==> src/hdl/pdm_pkg.sv <==
// Shared constants for the shared-function port D block
package pdm_pkg;

  // ----------------------------------------------------------------
  // Sizes
  // ----------------------------------------------------------------
  localparam int PORT_WIDTH   = 8;
  localparam int ANALOG_PINS  = 4;
  localparam int PWM_CHANNELS = 4;
  localparam int PWM_PIN_BASE = 4;
  localparam int AXI_ADDR_W   = 8;
  localparam int AXI_DATA_W   = 32;

  // ----------------------------------------------------------------
  // Register byte offsets
  // ----------------------------------------------------------------
  localparam logic [7:0] OFF_LATCH  = 8'h00;
  localparam logic [7:0] OFF_DIR    = 8'h04;
  localparam logic [7:0] OFF_PIN    = 8'h08;
  localparam logic [7:0] OFF_FUNC   = 8'h0C;
  localparam logic [7:0] OFF_ANALOG = 8'h10;
  localparam logic [7:0] OFF_PSP_IN = 8'h14;

  // ----------------------------------------------------------------
  // Reset values
  // ----------------------------------------------------------------
  localparam logic [7:0] RST_LATCH  = 8'h00;
  localparam logic [7:0] RST_DIR    = 8'hFF;
  localparam logic [5:0] RST_FUNC   = 6'h00;
  localparam logic [3:0] RST_ANALOG = 4'hF;

  // ----------------------------------------------------------------
  // Function register fields
  // ----------------------------------------------------------------
  localparam int FUNC_PSP_EN  = 0;
  localparam int FUNC_CCP_EN  = 1;
  localparam int FUNC_PWM_LSB = 2;
  localparam int FUNC_WIDTH   = 6;

  // ----------------------------------------------------------------
  // Bus responses
  // ----------------------------------------------------------------
  localparam logic [1:0] RESP_OKAY   = 2'h0;
  localparam logic [1:0] RESP_SLVERR = 2'h2;

  // Source that owns a pin's driver
  typedef enum logic [1:0] {
    PDM_SRC_GPIO,
    PDM_SRC_PSP,
    PDM_SRC_PERIPH
  } pdm_src_e;

endpackage

==> src/hdl/pdm_port_d.sv <==
// Eight-pin shared-function port with AXI4-Lite register access
//
// Chosen here: register access over AXI4-Lite and the register addresses.
`timescale 1ns/1ps

// Contract
// - With the parallel slave port on, every pin carries its output data, driven only while psp_drive is high, regardless of direction bits.
// - With the parallel slave port on, every pin feeds its input data regardless of direction bits.
// - A low pin chosen as a comparator analog input reads as zero in the pin read value.
// - After reset pins zero to three come up as the four comparator analog inputs.
// - With the direction bit clear, pins four to seven can carry PWM channels A to D.
module pdm_port_d
  import pdm_pkg::*;
#(
  parameter int WIDTH = PORT_WIDTH
) (
  // Clock and reset
  input  wire logic                  clk,
  input  wire logic                  sys_rst,
  // AXI4-Lite write address
  input  wire logic [AXI_ADDR_W-1:0] s_axi_awaddr,
  input  wire logic                  s_axi_awvalid,
  output logic                       s_axi_awready,
  // AXI4-Lite write data
  input  wire logic [AXI_DATA_W-1:0] s_axi_wdata,
  input  wire logic [3:0]            s_axi_wstrb,
  input  wire logic                  s_axi_wvalid,
  output logic                       s_axi_wready,
  // AXI4-Lite write response
  output logic [1:0]                 s_axi_bresp,
  output logic                       s_axi_bvalid,
  input  wire logic                  s_axi_bready,
  // AXI4-Lite read address
  input  wire logic [AXI_ADDR_W-1:0] s_axi_araddr,
  input  wire logic                  s_axi_arvalid,
  output logic                       s_axi_arready,
  // AXI4-Lite read data
  output logic [AXI_DATA_W-1:0]      s_axi_rdata,
  output logic [1:0]                 s_axi_rresp,
  output logic                       s_axi_rvalid,
  input  wire logic                  s_axi_rready,
  // Pins
  input  wire logic [WIDTH-1:0]      pin_in,
  output logic      [WIDTH-1:0]      pin_out,
  output logic      [WIDTH-1:0]      pin_oe,
  // Parallel slave port
  input  wire logic [WIDTH-1:0]      psp_data_out,
  input  wire logic                  psp_drive,
  output logic      [WIDTH-1:0]      psp_data_in,
  output logic                       parallel_slave_port_enable,
  // Capture/compare unit
  input  wire logic                  ccp_compare_out,
  output logic                       ccp_capture_in,
  // PWM channels
  input  wire logic                  pwm_channel_a_output,
  input  wire logic                  pwm_channel_b_output,
  input  wire logic                  pwm_channel_c_output,
  input  wire logic                  pwm_channel_d_output,
  // Comparator analog routing enables
  output logic                       comparator_one_positive_input,
  output logic                       comparator_one_negative_input,
  output logic                       comparator_two_positive_input,
  output logic                       comparator_two_negative_input
);

  // ----------------------------------------------------------------
  // Parameter check
  // ----------------------------------------------------------------
  if (WIDTH != PORT_WIDTH) begin : g_width_check
    $error("pdm_port_d serves exactly eight pins");
  end

  // ----------------------------------------------------------------
  // Decode helpers
  // ----------------------------------------------------------------
  function automatic logic addr_mapped(input logic [AXI_ADDR_W-1:0] a);
    case (a)
      OFF_LATCH, OFF_DIR, OFF_PIN,
      OFF_FUNC, OFF_ANALOG, OFF_PSP_IN: addr_mapped = 1'b1;
      default:                          addr_mapped = 1'b0;
    endcase
  endfunction

  function automatic logic [AXI_ADDR_W-1:0] word_addr(
    input logic [AXI_ADDR_W-1:0] a
  );
    word_addr = {a[AXI_ADDR_W-1:2], 2'b00};
  endfunction

  function automatic logic reg_hit(
    input logic                  fire,
    input logic [AXI_ADDR_W-1:0] a,
    input logic [AXI_ADDR_W-1:0] target
  );
    reg_hit = fire && (a == target);
  endfunction

  // ----------------------------------------------------------------
  // Control registers
  // ----------------------------------------------------------------
  logic [WIDTH-1:0]      port_output_latch;
  logic [WIDTH-1:0]      pin_direction_bit;
  logic [FUNC_WIDTH-1:0] func_ctrl;
  logic [3:0]            analog_select;
  logic [WIDTH-1:0]      port_pin_read_value;

  logic                  psp_enable;
  logic                  ccp_enable;
  logic [3:0]            pwm_enable;
  logic [3:0]            pwm_value;

  assign psp_enable = func_ctrl[FUNC_PSP_EN];
  assign ccp_enable = func_ctrl[FUNC_CCP_EN];
  assign pwm_enable = func_ctrl[FUNC_PWM_LSB +: PWM_CHANNELS];
  assign pwm_value  = {pwm_channel_d_output, pwm_channel_c_output,
                       pwm_channel_b_output, pwm_channel_a_output};

  // ----------------------------------------------------------------
  // Write channel capture
  // ----------------------------------------------------------------
  // Address and data are held separately so either may arrive first.
  logic                  aw_full;
  logic [AXI_ADDR_W-1:0] aw_addr;
  logic                  w_full;
  logic [7:0]            w_byte;
  logic                  w_lane0;
  logic                  wr_fire;
  logic [AXI_ADDR_W-1:0] wr_addr;

  assign s_axi_awready = !aw_full && !s_axi_bvalid;
  assign s_axi_wready  = !w_full && !s_axi_bvalid;
  assign wr_fire       = aw_full && w_full && !s_axi_bvalid;
  assign wr_addr       = word_addr(aw_addr);

  always_ff @(posedge clk) begin
    if (sys_rst) begin
      aw_full <= 1'b0;
      aw_addr <= '0;
    end else if (s_axi_awvalid && s_axi_awready) begin
      aw_full <= 1'b1;
      aw_addr <= s_axi_awaddr;
    end else if (wr_fire) begin
      aw_full <= 1'b0;
    end
  end

  always_ff @(posedge clk) begin
    if (sys_rst) begin
      w_full  <= 1'b0;
      w_byte  <= '0;
      w_lane0 <= 1'b0;
    end else if (s_axi_wvalid && s_axi_wready) begin
      w_full  <= 1'b1;
      w_byte  <= s_axi_wdata[7:0];
      w_lane0 <= s_axi_wstrb[0];
    end else if (wr_fire) begin
      w_full <= 1'b0;
    end
  end

  // ----------------------------------------------------------------
  // Write response
  // ----------------------------------------------------------------
  always_ff @(posedge clk) begin
    if (sys_rst) begin
      s_axi_bvalid <= 1'b0;
      s_axi_bresp  <= RESP_OKAY;
    end else if (wr_fire) begin
      s_axi_bvalid <= 1'b1;
      s_axi_bresp  <= addr_mapped(wr_addr) ? RESP_OKAY : RESP_SLVERR;
    end else if (s_axi_bready) begin
      s_axi_bvalid <= 1'b0;
    end
  end

  // ----------------------------------------------------------------
  // Write enables
  // ----------------------------------------------------------------
  // Only byte lane 0 holds data; other lanes are ignored.
  logic                  wr_take;
  logic                  latch_we;
  logic                  dir_we;
  logic                  func_we;
  logic                  analog_we;

  assign wr_take   = wr_fire && w_lane0;
  assign latch_we  = reg_hit(wr_take, wr_addr, OFF_LATCH);
  assign dir_we    = reg_hit(wr_take, wr_addr, OFF_DIR);
  assign func_we   = reg_hit(wr_take, wr_addr, OFF_FUNC);
  assign analog_we = reg_hit(wr_take, wr_addr, OFF_ANALOG);

  // ----------------------------------------------------------------
  // Register updates
  // ----------------------------------------------------------------
  always_ff @(posedge clk) begin
    if (sys_rst) begin
      port_output_latch <= RST_LATCH;
    end else if (latch_we) begin
      port_output_latch <= w_byte;
    end
  end

  always_ff @(posedge clk) begin
    if (sys_rst) begin
      pin_direction_bit <= RST_DIR;
    end else if (dir_we) begin
      pin_direction_bit <= w_byte;
    end
  end

  always_ff @(posedge clk) begin
    if (sys_rst) begin
      func_ctrl <= RST_FUNC;
    end else if (func_we) begin
      func_ctrl <= w_byte[FUNC_WIDTH-1:0];
    end
  end

  always_ff @(posedge clk) begin
    if (sys_rst) begin
      // Low pins start in their comparator analog roles
      analog_select <= RST_ANALOG;
    end else if (analog_we) begin
      analog_select <= w_byte[ANALOG_PINS-1:0];
    end
  end

  // ----------------------------------------------------------------
  // Read channel
  // ----------------------------------------------------------------
  logic [7:0] rd_byte;
  logic [AXI_ADDR_W-1:0] rd_addr;

  assign s_axi_arready = !s_axi_rvalid;
  assign rd_addr       = word_addr(s_axi_araddr);

  always_comb begin
    case (rd_addr)
      OFF_LATCH:  rd_byte = port_output_latch;
      OFF_DIR:    rd_byte = pin_direction_bit;
      OFF_PIN:    rd_byte = port_pin_read_value;
      OFF_FUNC:   rd_byte = {{(8-FUNC_WIDTH){1'b0}}, func_ctrl};
      OFF_ANALOG: rd_byte = {{(8-ANALOG_PINS){1'b0}}, analog_select};
      OFF_PSP_IN: rd_byte = psp_data_in;
      default:    rd_byte = 8'h00;
    endcase
  end

  always_ff @(posedge clk) begin
    if (sys_rst) begin
      s_axi_rvalid <= 1'b0;
      s_axi_rdata  <= '0;
      s_axi_rresp  <= RESP_OKAY;
    end else if (s_axi_arvalid && s_axi_arready) begin
      s_axi_rvalid <= 1'b1;
      s_axi_rdata  <= {{(AXI_DATA_W-8){1'b0}}, rd_byte};
      s_axi_rresp  <= addr_mapped(rd_addr) ? RESP_OKAY : RESP_SLVERR;
    end else if (s_axi_rready) begin
      s_axi_rvalid <= 1'b0;
    end
  end

  // ----------------------------------------------------------------
  // Peripheral routing
  // ----------------------------------------------------------------
  // Routing enables are register-held, so they are clean from reset.
  assign comparator_one_positive_input = analog_select[0];
  assign comparator_one_negative_input = analog_select[1];
  assign comparator_two_positive_input = analog_select[2];
  assign comparator_two_negative_input = analog_select[3];
  assign parallel_slave_port_enable    = psp_enable;

  // ----------------------------------------------------------------
  // Pin drive and sampling
  // ----------------------------------------------------------------
  pdm_pin_mux #(
    .WIDTH (WIDTH)
  ) pdm_pin_mux_inst (
    .clk               (clk),
    .sys_rst           (sys_rst),
    .port_output_latch (port_output_latch),
    .pin_direction_bit (pin_direction_bit),
    .psp_enable        (psp_enable),
    .psp_drive         (psp_drive),
    .psp_data_out      (psp_data_out),
    .ccp_enable        (ccp_enable),
    .ccp_compare_out   (ccp_compare_out),
    .pwm_enable        (pwm_enable),
    .pwm_value         (pwm_value),
    .pin_out           (pin_out),
    .pin_oe            (pin_oe)
  );

  pdm_read_path #(
    .WIDTH (WIDTH)
  ) pdm_read_path_inst (
    .clk                 (clk),
    .sys_rst             (sys_rst),
    .pin_in              (pin_in),
    .analog_select       (analog_select),
    .psp_enable          (psp_enable),
    .port_pin_read_value (port_pin_read_value),
    .psp_data_in         (psp_data_in),
    .ccp_capture_in      (ccp_capture_in)
  );

endmodule

==> src/hdl/pdm_pin_mux.sv <==
// Output driver selection for each pin of the port
`timescale 1ns/1ps
module pdm_pin_mux
  import pdm_pkg::*;
#(
  parameter int WIDTH = PORT_WIDTH
) (
  // Clock and reset
  input  wire logic               clk,
  input  wire logic               sys_rst,
  // Port control
  input  wire logic [WIDTH-1:0]   port_output_latch,
  input  wire logic [WIDTH-1:0]   pin_direction_bit,
  // Parallel slave port
  input  wire logic               psp_enable,
  input  wire logic               psp_drive,
  input  wire logic [WIDTH-1:0]   psp_data_out,
  // Capture/compare and PWM
  input  wire logic               ccp_enable,
  input  wire logic               ccp_compare_out,
  input  wire logic [3:0]         pwm_enable,
  input  wire logic [3:0]         pwm_value,
  // Pin drivers
  output logic      [WIDTH-1:0]   pin_out,
  output logic      [WIDTH-1:0]   pin_oe
);

  if (WIDTH != PORT_WIDTH) begin : g_width_check
    $error("pdm_pin_mux serves exactly eight pins");
  end

  // Folded so the low pins can never index past the channel vector
  function automatic int pwm_slot(input int pin);
    pwm_slot = (pin + PWM_CHANNELS - PWM_PIN_BASE) % PWM_CHANNELS;
  endfunction

  logic [WIDTH-1:0] next_pin_out;
  logic [WIDTH-1:0] next_pin_oe;
  pdm_src_e         src;

  always_comb begin
    next_pin_out = '0;
    next_pin_oe  = '0;
    src          = PDM_SRC_GPIO;
    for (int i = 0; i < WIDTH; i++) begin
      if (psp_enable) begin
        src = PDM_SRC_PSP;
      end else if (i >= PWM_PIN_BASE && !pin_direction_bit[i] &&
                   (pwm_enable[pwm_slot(i)] ||
                    (i == PWM_PIN_BASE && ccp_enable))) begin
        src = PDM_SRC_PERIPH;
      end else begin
        src = PDM_SRC_GPIO;
      end
      case (src)
        PDM_SRC_PSP: begin
          // Direction bit plays no part here
          next_pin_out[i] = psp_data_out[i];
          next_pin_oe[i]  = psp_drive;
        end
        PDM_SRC_PERIPH: begin
          // PWM channel wins over compare output on the first pin
          next_pin_out[i] = pwm_enable[pwm_slot(i)] ?
                            pwm_value[pwm_slot(i)] :
                            ccp_compare_out;
          next_pin_oe[i]  = 1'b1;
        end
        default: begin
          next_pin_out[i] = port_output_latch[i];
          next_pin_oe[i]  = !pin_direction_bit[i];
        end
      endcase
    end
  end

  always_ff @(posedge clk) begin
    if (sys_rst) begin
      pin_out <= '0;
      pin_oe  <= '0;
    end else begin
      pin_out <= next_pin_out;
      pin_oe  <= next_pin_oe;
    end
  end

endmodule

==> src/hdl/pdm_read_path.sv <==
// Pin sampling, analog masking and peripheral input feeds
`timescale 1ns/1ps
module pdm_read_path
  import pdm_pkg::*;
#(
  parameter int WIDTH = PORT_WIDTH
) (
  // Clock and reset
  input  wire logic               clk,
  input  wire logic               sys_rst,
  // Pin level and selection
  input  wire logic [WIDTH-1:0]   pin_in,
  input  wire logic [3:0]         analog_select,
  input  wire logic               psp_enable,
  // Sampled values
  output logic      [WIDTH-1:0]   port_pin_read_value,
  output logic      [WIDTH-1:0]   psp_data_in,
  output logic                    ccp_capture_in
);

  if (WIDTH != PORT_WIDTH) begin : g_width_check
    $error("pdm_read_path serves exactly eight pins");
  end

  logic [WIDTH-1:0] analog_mask;

  assign analog_mask = {{(WIDTH-ANALOG_PINS){1'b0}}, analog_select};

  always_ff @(posedge clk) begin
    if (sys_rst) begin
      port_pin_read_value <= '0;
    end else begin
      // Analog pins read low so their input buffer level is never seen
      port_pin_read_value <= pin_in & ~analog_mask;
    end
  end

  always_ff @(posedge clk) begin
    if (sys_rst) begin
      psp_data_in <= '0;
    end else begin
      psp_data_in <= psp_enable ? pin_in : '0;
    end
  end

  always_ff @(posedge clk) begin
    if (sys_rst) begin
      ccp_capture_in <= 1'b0;
    end else begin
      ccp_capture_in <= pin_in[PWM_PIN_BASE];
    end
  end

endmodule

==> config.mk <==
export PLATFORM = sky130hd
export DESIGN_NAME = pdm_port_d
export DESIGN_NICKNAME = d
export VERILOG_FILES = /design/src/hdl/pdm_pkg.sv /design/src/hdl/pdm_port_d.sv /design/src/hdl/pdm_pin_mux.sv /design/src/hdl/pdm_read_path.sv
export SDC_FILE = /design/constraint.sdc
export NUM_CORES = 1
export LEC_CHECK = 0
export BUFFER_PORTS_ARGS = -buffer_cell sky130_fd_sc_hd__buf_2
export CAP_MARGIN = 0
export CORE_UTILIZATION = 52
export CTS_CLUSTER_DIAMETER = 200
export DETAILED_ROUTE_END_ITERATION = 6
export PLACE_DENSITY = 0.87
export SYNTH_ARGS = -nofsm -noshare
export SYNTH_HDL_FRONTEND = slang
export SYNTH_SLANG_ARGS = --single-unit
==> constraint.sdc <==
create_clock -name clk -period 2.3 [get_ports clk]
set_input_delay 0 -clock clk [delete_from_list [all_inputs] [get_ports clk]]
set_output_delay 0 -clock clk [all_outputs]
set_load 0.05 [all_outputs]
# [After elaboration in Yosys (flattened, before gate mapping)]
# Index checks and enable logic that the tools add are counted.
[word_totals] reg_bits=92 latchBits=0 mem_bits_rw=0 romBits=0 inputBits=81 output_inout_bits=71 elab_cells=125 mem_count=0
[classes] n_addsub=0 mul=0 n_div=0 magnitude_cmp=0 n_eq_ne=20 n_shift=0 muxes=45 bitwise=3 reduce_logical=38
[ops] cell="$pmux W8 S6" count=1
[ops] cell="$pmux W1 S2" count=16
[ops] cell="$eq A6 B2 Y1 const B" count=4
[ops] cell="$eq A6 B3 Y1 const B" count=4
[ops] cell="$mux W2" count=10
[ops] cell="$mux W1" count=18
[ops] cell="$logic_and A1 B1 Y1" count=16
[ops] cell="$logic_not A8 Y1" count=2
[ops] cell="$eq A6 B1 Y1 const B" count=2
[ops] cell="$logic_not A1 Y1" count=12
[ops] cell="$reduce_or A6 Y1" count=2
[ops] cell="$eq A2 B2 Y1 const B" count=5
[ops] cell="$and A8 B8 Y8" count=1
[ops] cell="$eq A2 B1 Y1 const B" count=4
[ops] cell="$not A4 Y8" count=1
[ops] cell="$reduce_bool A2 Y1" count=4
[ops] cell="$reduce_or A2 Y1" count=1
[ops] cell="$eq A1 B1 Y1 const B" count=1
[ops] cell="$logic_or A1 B1 Y1" count=1
[ops] cell="$not A1 Y1" count=1

# [Logic depth before layout (Yosys ltp)]
[depth] word_depth=6 mapped_depth=6 mapped_depth_nobuf=4

# [By module]
# A second synthesis with hierarchy kept.
[unflattened] cells_unflattened=384 hier_area_um2=3761.1
[modules_own_cells] module="pdm_port_d" n_inst=1 cells_each=291 area_per_inst_um2=2663.8
[modules_own_cells] module="pdm_pin_mux" n_inst=1 cells_each=59 area_per_inst_um2=628.1
[modules_own_cells] module="pdm_read_path" n_inst=1 cells_each=34 area_per_inst_um2=469.2

# [Worst setup path before layout]
# Ideal clock, no wire load.
[synth_path] path_type="reg2reg" from="reg s_axi_bvalid" to="reg aw_addr[2]" t_arrival_ns=1.936 path_slack_ns=0.236 path_stages_with_launch=6 synth_period_minus_slack_ns=2.064 cell_sequence="dfxtp_1 -> nor2_1 -> and2_1 -> buf_2 -> mux2i_1 -> nor2_1"
[synth_between] elab_chain_len=3
[synth_rtl] element="from (decl)" line_no="pdm_port_d.sv:31" source="output logic s_axi_bvalid,"
[synth_rtl] element="from (signal assigned)" line_no="pdm_port_d.sv:166" source="s_axi_bvalid <= 1'b0;"
[synth_rtl] element="from (signal assigned)" line_no="pdm_port_d.sv:169" source="s_axi_bvalid <= 1'b1;"
[synth_rtl] element="from (signal assigned)" line_no="pdm_port_d.sv:172" source="s_axi_bvalid <= 1'b0;"
[synth_rtl] element="$logic_not A1 Y1" line_no="pdm_port_d.sv:130" source="assign s_axi_awready = !aw_full && !s_axi_bvalid;"
[synth_rtl] element="$logic_and A1 B1 Y1" line_no="pdm_port_d.sv:130"
[synth_rtl] element="net s_axi_awready" line_no="pdm_port_d.sv:23" source="output logic s_axi_awready,"
[synth_rtl] element="$logic_and A1 B1 Y1" line_no="pdm_port_d.sv:139" source="end else if (s_axi_awvalid && s_axi_awready) begin"
[synth_rtl] element="to (signal assigned)" line_no="pdm_port_d.sv:141" source="aw_addr <= s_axi_awaddr;"
[synth_rtl] element="to (decl)" line_no="pdm_port_d.sv:123" source="logic [AXI_ADDR_W-1:0] aw_addr;"
# The timed path passes the listed nets, and every way through them passes these cells.
# A chain may end at the register's enable or synchronous reset.

# [Final worst setup path]
[layout_path] from="reg func_ctrl[0]" to="reg pdm_pin_mux_inst.pin_out[5]"
[layout_between] elab_chain_len=3
[layout_rtl] element="from (decl)" line_no="pdm_port_d.sv:103" source="logic [FUNC_WIDTH-1:0] func_ctrl;"
[layout_rtl] element="from (signal assigned)" line_no="pdm_port_d.sv:215" source="func_ctrl <= w_byte[FUNC_WIDTH-1:0];"
[layout_rtl] element="$mux W2 (*)" line_no="pdm_pin_mux.sv:46" source="if (psp_enable) begin"
[layout_rtl] element="$eq A2 B2 Y1 or $eq A2 B1 Y1 (tied branches)" line_no="pdm_pin_mux.sv:55" source="case (src)"
[layout_rtl] element="$pmux W1 S2 (*)" line_no="pdm_pin_mux.sv:55"
[layout_rtl] element="to (signal assigned)" line_no="pdm_pin_mux.sv:81" source="pin_out <= next_pin_out;"
[layout_rtl] element="to (decl)" line_no="pdm_pin_mux.sv:24" source="output logic [WIDTH-1:0] pin_out,"
# Every way passes the cells marked *; elsewhere a longest branch is shown, timed or not.

==> out/results.tsv <==
metric	value	unit
final worst slack	0.271	ns
worst reg2reg endpoint	pdm_pin_mux_inst.pin_out[5]	
final core area utilization	69.3	%
kind of critical path	reg -> reg	
Synth top area share	47.0	%
synth cell count leaders	87 x dfxtp_1, 54 x nor2_1, 42 x mux2i_1	
pwr dens	695	nW/µm²
clock network power share	39.9	%
drt drc	0	
IO buf count	94	
Req. time, crit path	2.53	ns
Avg Cell Area, Syn	9.55	µm²
wire per inst	14.4	µm
Rel. slew slack	50.2	%
crit-path max cell delay	0.81	ns
count leader, synth	dfxtp_1	
number of global-route vias before repair	3011	
Async S/R FF share, synth	0	%
Worst Setup End Kind	flop	
internal power	2.43	mW
largest cells by area after synthesis	dfxtp_1 47%, mux2i_1 11%, nor2_1 5.5%	
Worst Hold Margin	0.0219	ns
Seq cells post-synth	87	
clk sinks	87	
maximum net fanout on the critical path	17	
Final setup viols	0	
CTS max path bufs	2	
MaxCap Viol Count	0	
worst r2r src	func_ctrl[0]	
CTS tree	yes	
leak pwr	2.19	nW
H-tree levels	3	
status	finished clean	
Post-DP Area	4130	µm²
synthesized cell area	3700	µm²
TritonRoute pass-1 iters	4	
switching share of power	26.0	%
CP max stage cell	dfxtp_1	
DRT iter0 DRCs	207	
final wirelength	8810	µm
largest area contributor in the netlist	dfxtp_1	
Tmin final	2.03	ns
DP HPWL	5880	µm
vias per cell	5.11	
Slew Limit Fails	0	
Top FF cell, synth	dfxtp_1	
Max IR drop VDD	0.518	mV
antenna violations before repair	0	
DR vias	3122	
Max Freq	0.493	GHz
arrival time at the worst endpoint	2.26	ns
Reg power frac	47.7	%
# rows	30	
Final Instance Area	4730	µm²
sequential element share of the synthesized area	47.0	%
die height	86.4	µm
hold wc startpoint	pwm_channel_d_output	
reg2reg path depth	4	
min-delay worst type	in -> reg	
GRT Residual Overflow	0	
Nets	591	
worst-path cell chain	buf_4 > mux2i_1 > dlygate4sd3_1 > nor2_1	
P_sw	0.856	mW
unrepaired setup endpoints after global routing	false	
Initial Utilization	54.2	%
I/O pin count	152	
dpl ws	0.685	ns
Clock Pin Slew Worst Setup and Hold Paths	0.09	ns
Cell variety after synth	42	
gr usage total	24.4	%
post_cts resized	0	
Reg2Reg Setup Slack	0.27	ns
Endpoint, Worst Hold	pdm_pin_mux_inst.pin_out[7]	
Die ar.	7460	µm²
Final Hold Fails	0	
period utilization	88.2	%
Area Growth Syn to Fin	27.8	%
Core Region	6830	µm²
Clock Skew	0.00757	ns
fillcell total	512	
first-pass GRT wire length	14100	µm
Routed Antenna Nets	0	
Ant. Diodes	0	
Worst Hold Depth	4	
CTS Buf Count	9	
layout cells sized above 1	25.8	%
final setup TNS	0	ns
slew of the pin with the lowest slew margin	0.746	ns
synth warn	0	
Clock Tree Root	clkbuf_8	
Syn Inst Count	388	
Skew-Pair Late Insertion Delay	0.36	ns
Gate power share	12.4	%
die width	86.4	µm
GP Congestion	0.790	
Post-synth EDFFs	0	
largest net degree at the start of global routing	58	
Startpoint Class	flop	
[layer usage]
layer	track usage (%)	part of all wire, %	vias up
met1	29.8	42	1431
met2	41.2	48	142
met4	12.9	3.2	0
met5	0	0	-
met3	4.19	6.2	23
li1	-	-	1526
[registers in the layout, summed over array words and instances, names as in the netlist, 4 cells and up]
register                                count
w_byte                                      8
pdm_pin_mux_inst.pin_oe                     8
pin_direction_bit                           8
pdm_pin_mux_inst.pin_out                    8
pdm_read_path_inst.psp_data_in              8
analog_select                               4
s_axi_rdata                                 8
port_output_latch                           8
func_ctrl                                   6
aw_addr                                     6
pdm_read_path_inst.port_pin_read_value      8
[logic make-up after synthesis]
group                  after synthesis  share of synthesized area [%]
AOI/OAI and AO/OA                   56                           9.93
other                                1                          0.101
muxes                               48                           13.8
DFF                                 87                           47.0
and+or+nand+nor                    140                           20.3
buffers and inverters               56                           8.85
[layout by cell type, fill, tap and decap left out, drive strengths merged, types with 2 or more instances in the layout]
cell	instances
a211o	8
a211oi	2
a21oi	21
a22oi	6
a31oi	4
and2	11
buf	96
bufinv	3
clkbuf	10
conb	26
dfxtp	87
dlygate4sd3	35
inv	12
mux2	4
mux2i	42
mux4	2
nand2	27
nand2b	5
nand3b	3
nand4	2
nor2	54
nor2b	13
nor3	3
nor3b	4
nor4	3
o21ai	4
o22ai	4
o32ai	4
or2	8
[worst max-delay path by stage]
stage	endpoint	start	slack [ns]
6_report	pdm_pin_mux_inst.pin_out[5]	func_ctrl[0]	0.27
5_1_grt	pdm_pin_mux_inst.pin_out[5]	func_ctrl[0]	0.18
4_1_cts	pdm_pin_mux_inst.pin_out[5]	func_ctrl[0]	0.34
3_5_place_dp	analog_select[2]	s_axi_bvalid	0.69
3_3_place_gp	analog_select[3]	s_axi_bvalid	0.76
2_1_floorplan	aw_addr[2]	s_axi_bvalid	0.24
[critical path: cells and delay by family, from the launching register on]
family | cells | cell delay (ns)
AND/OR/NAND/NOR | 1 | 0.04
flip-flops | 1 | 0.81
multiplexers | 1 | 0.20
buffers and inverters | 2 | 0.85
[power groups by stage]
stage	Clock [mW]	Combinational (mW)	Sequential [mW]
finish	1.31	0.407	1.57
CTS	1.32	0.405	1.57
detailed placement	0	0.357	1.61
global placement	0	0.350	1.60
global route	1.38	0.440	1.58
floorplan	0	0.290	1.62
[repair_timing]
| item | CTS | global route |
|---|---|---|
| endpoints found under the hold margin | 37 | 0 |
| hold buffers | 35 | 0 |
| buffers inserted | 0 | 0 |
[through the flow]
step	std cells	power [mW]
after floorplan	413	1.91
after global placement	560	1.95
after detailed placement	560	1.96
after CTS	611	3.29
after global routing	611	3.40
final	611	3.29
[area by class of cell]
class                           count  area, µm²  share of cell area (%)
Clock inverter                      6        115                    2.43
Sequential cell                    87       1740                    36.8
Clock buffer                       10        138                    2.91
Timing Repair Buffer              131        848                    17.9
Inverter                           11       41.3                   0.873
Multi-Input combinational cell    270       1730                    36.5
Tap cell                           96        120                    2.54
No activity file was read; power rests on OpenSTA's default activity.
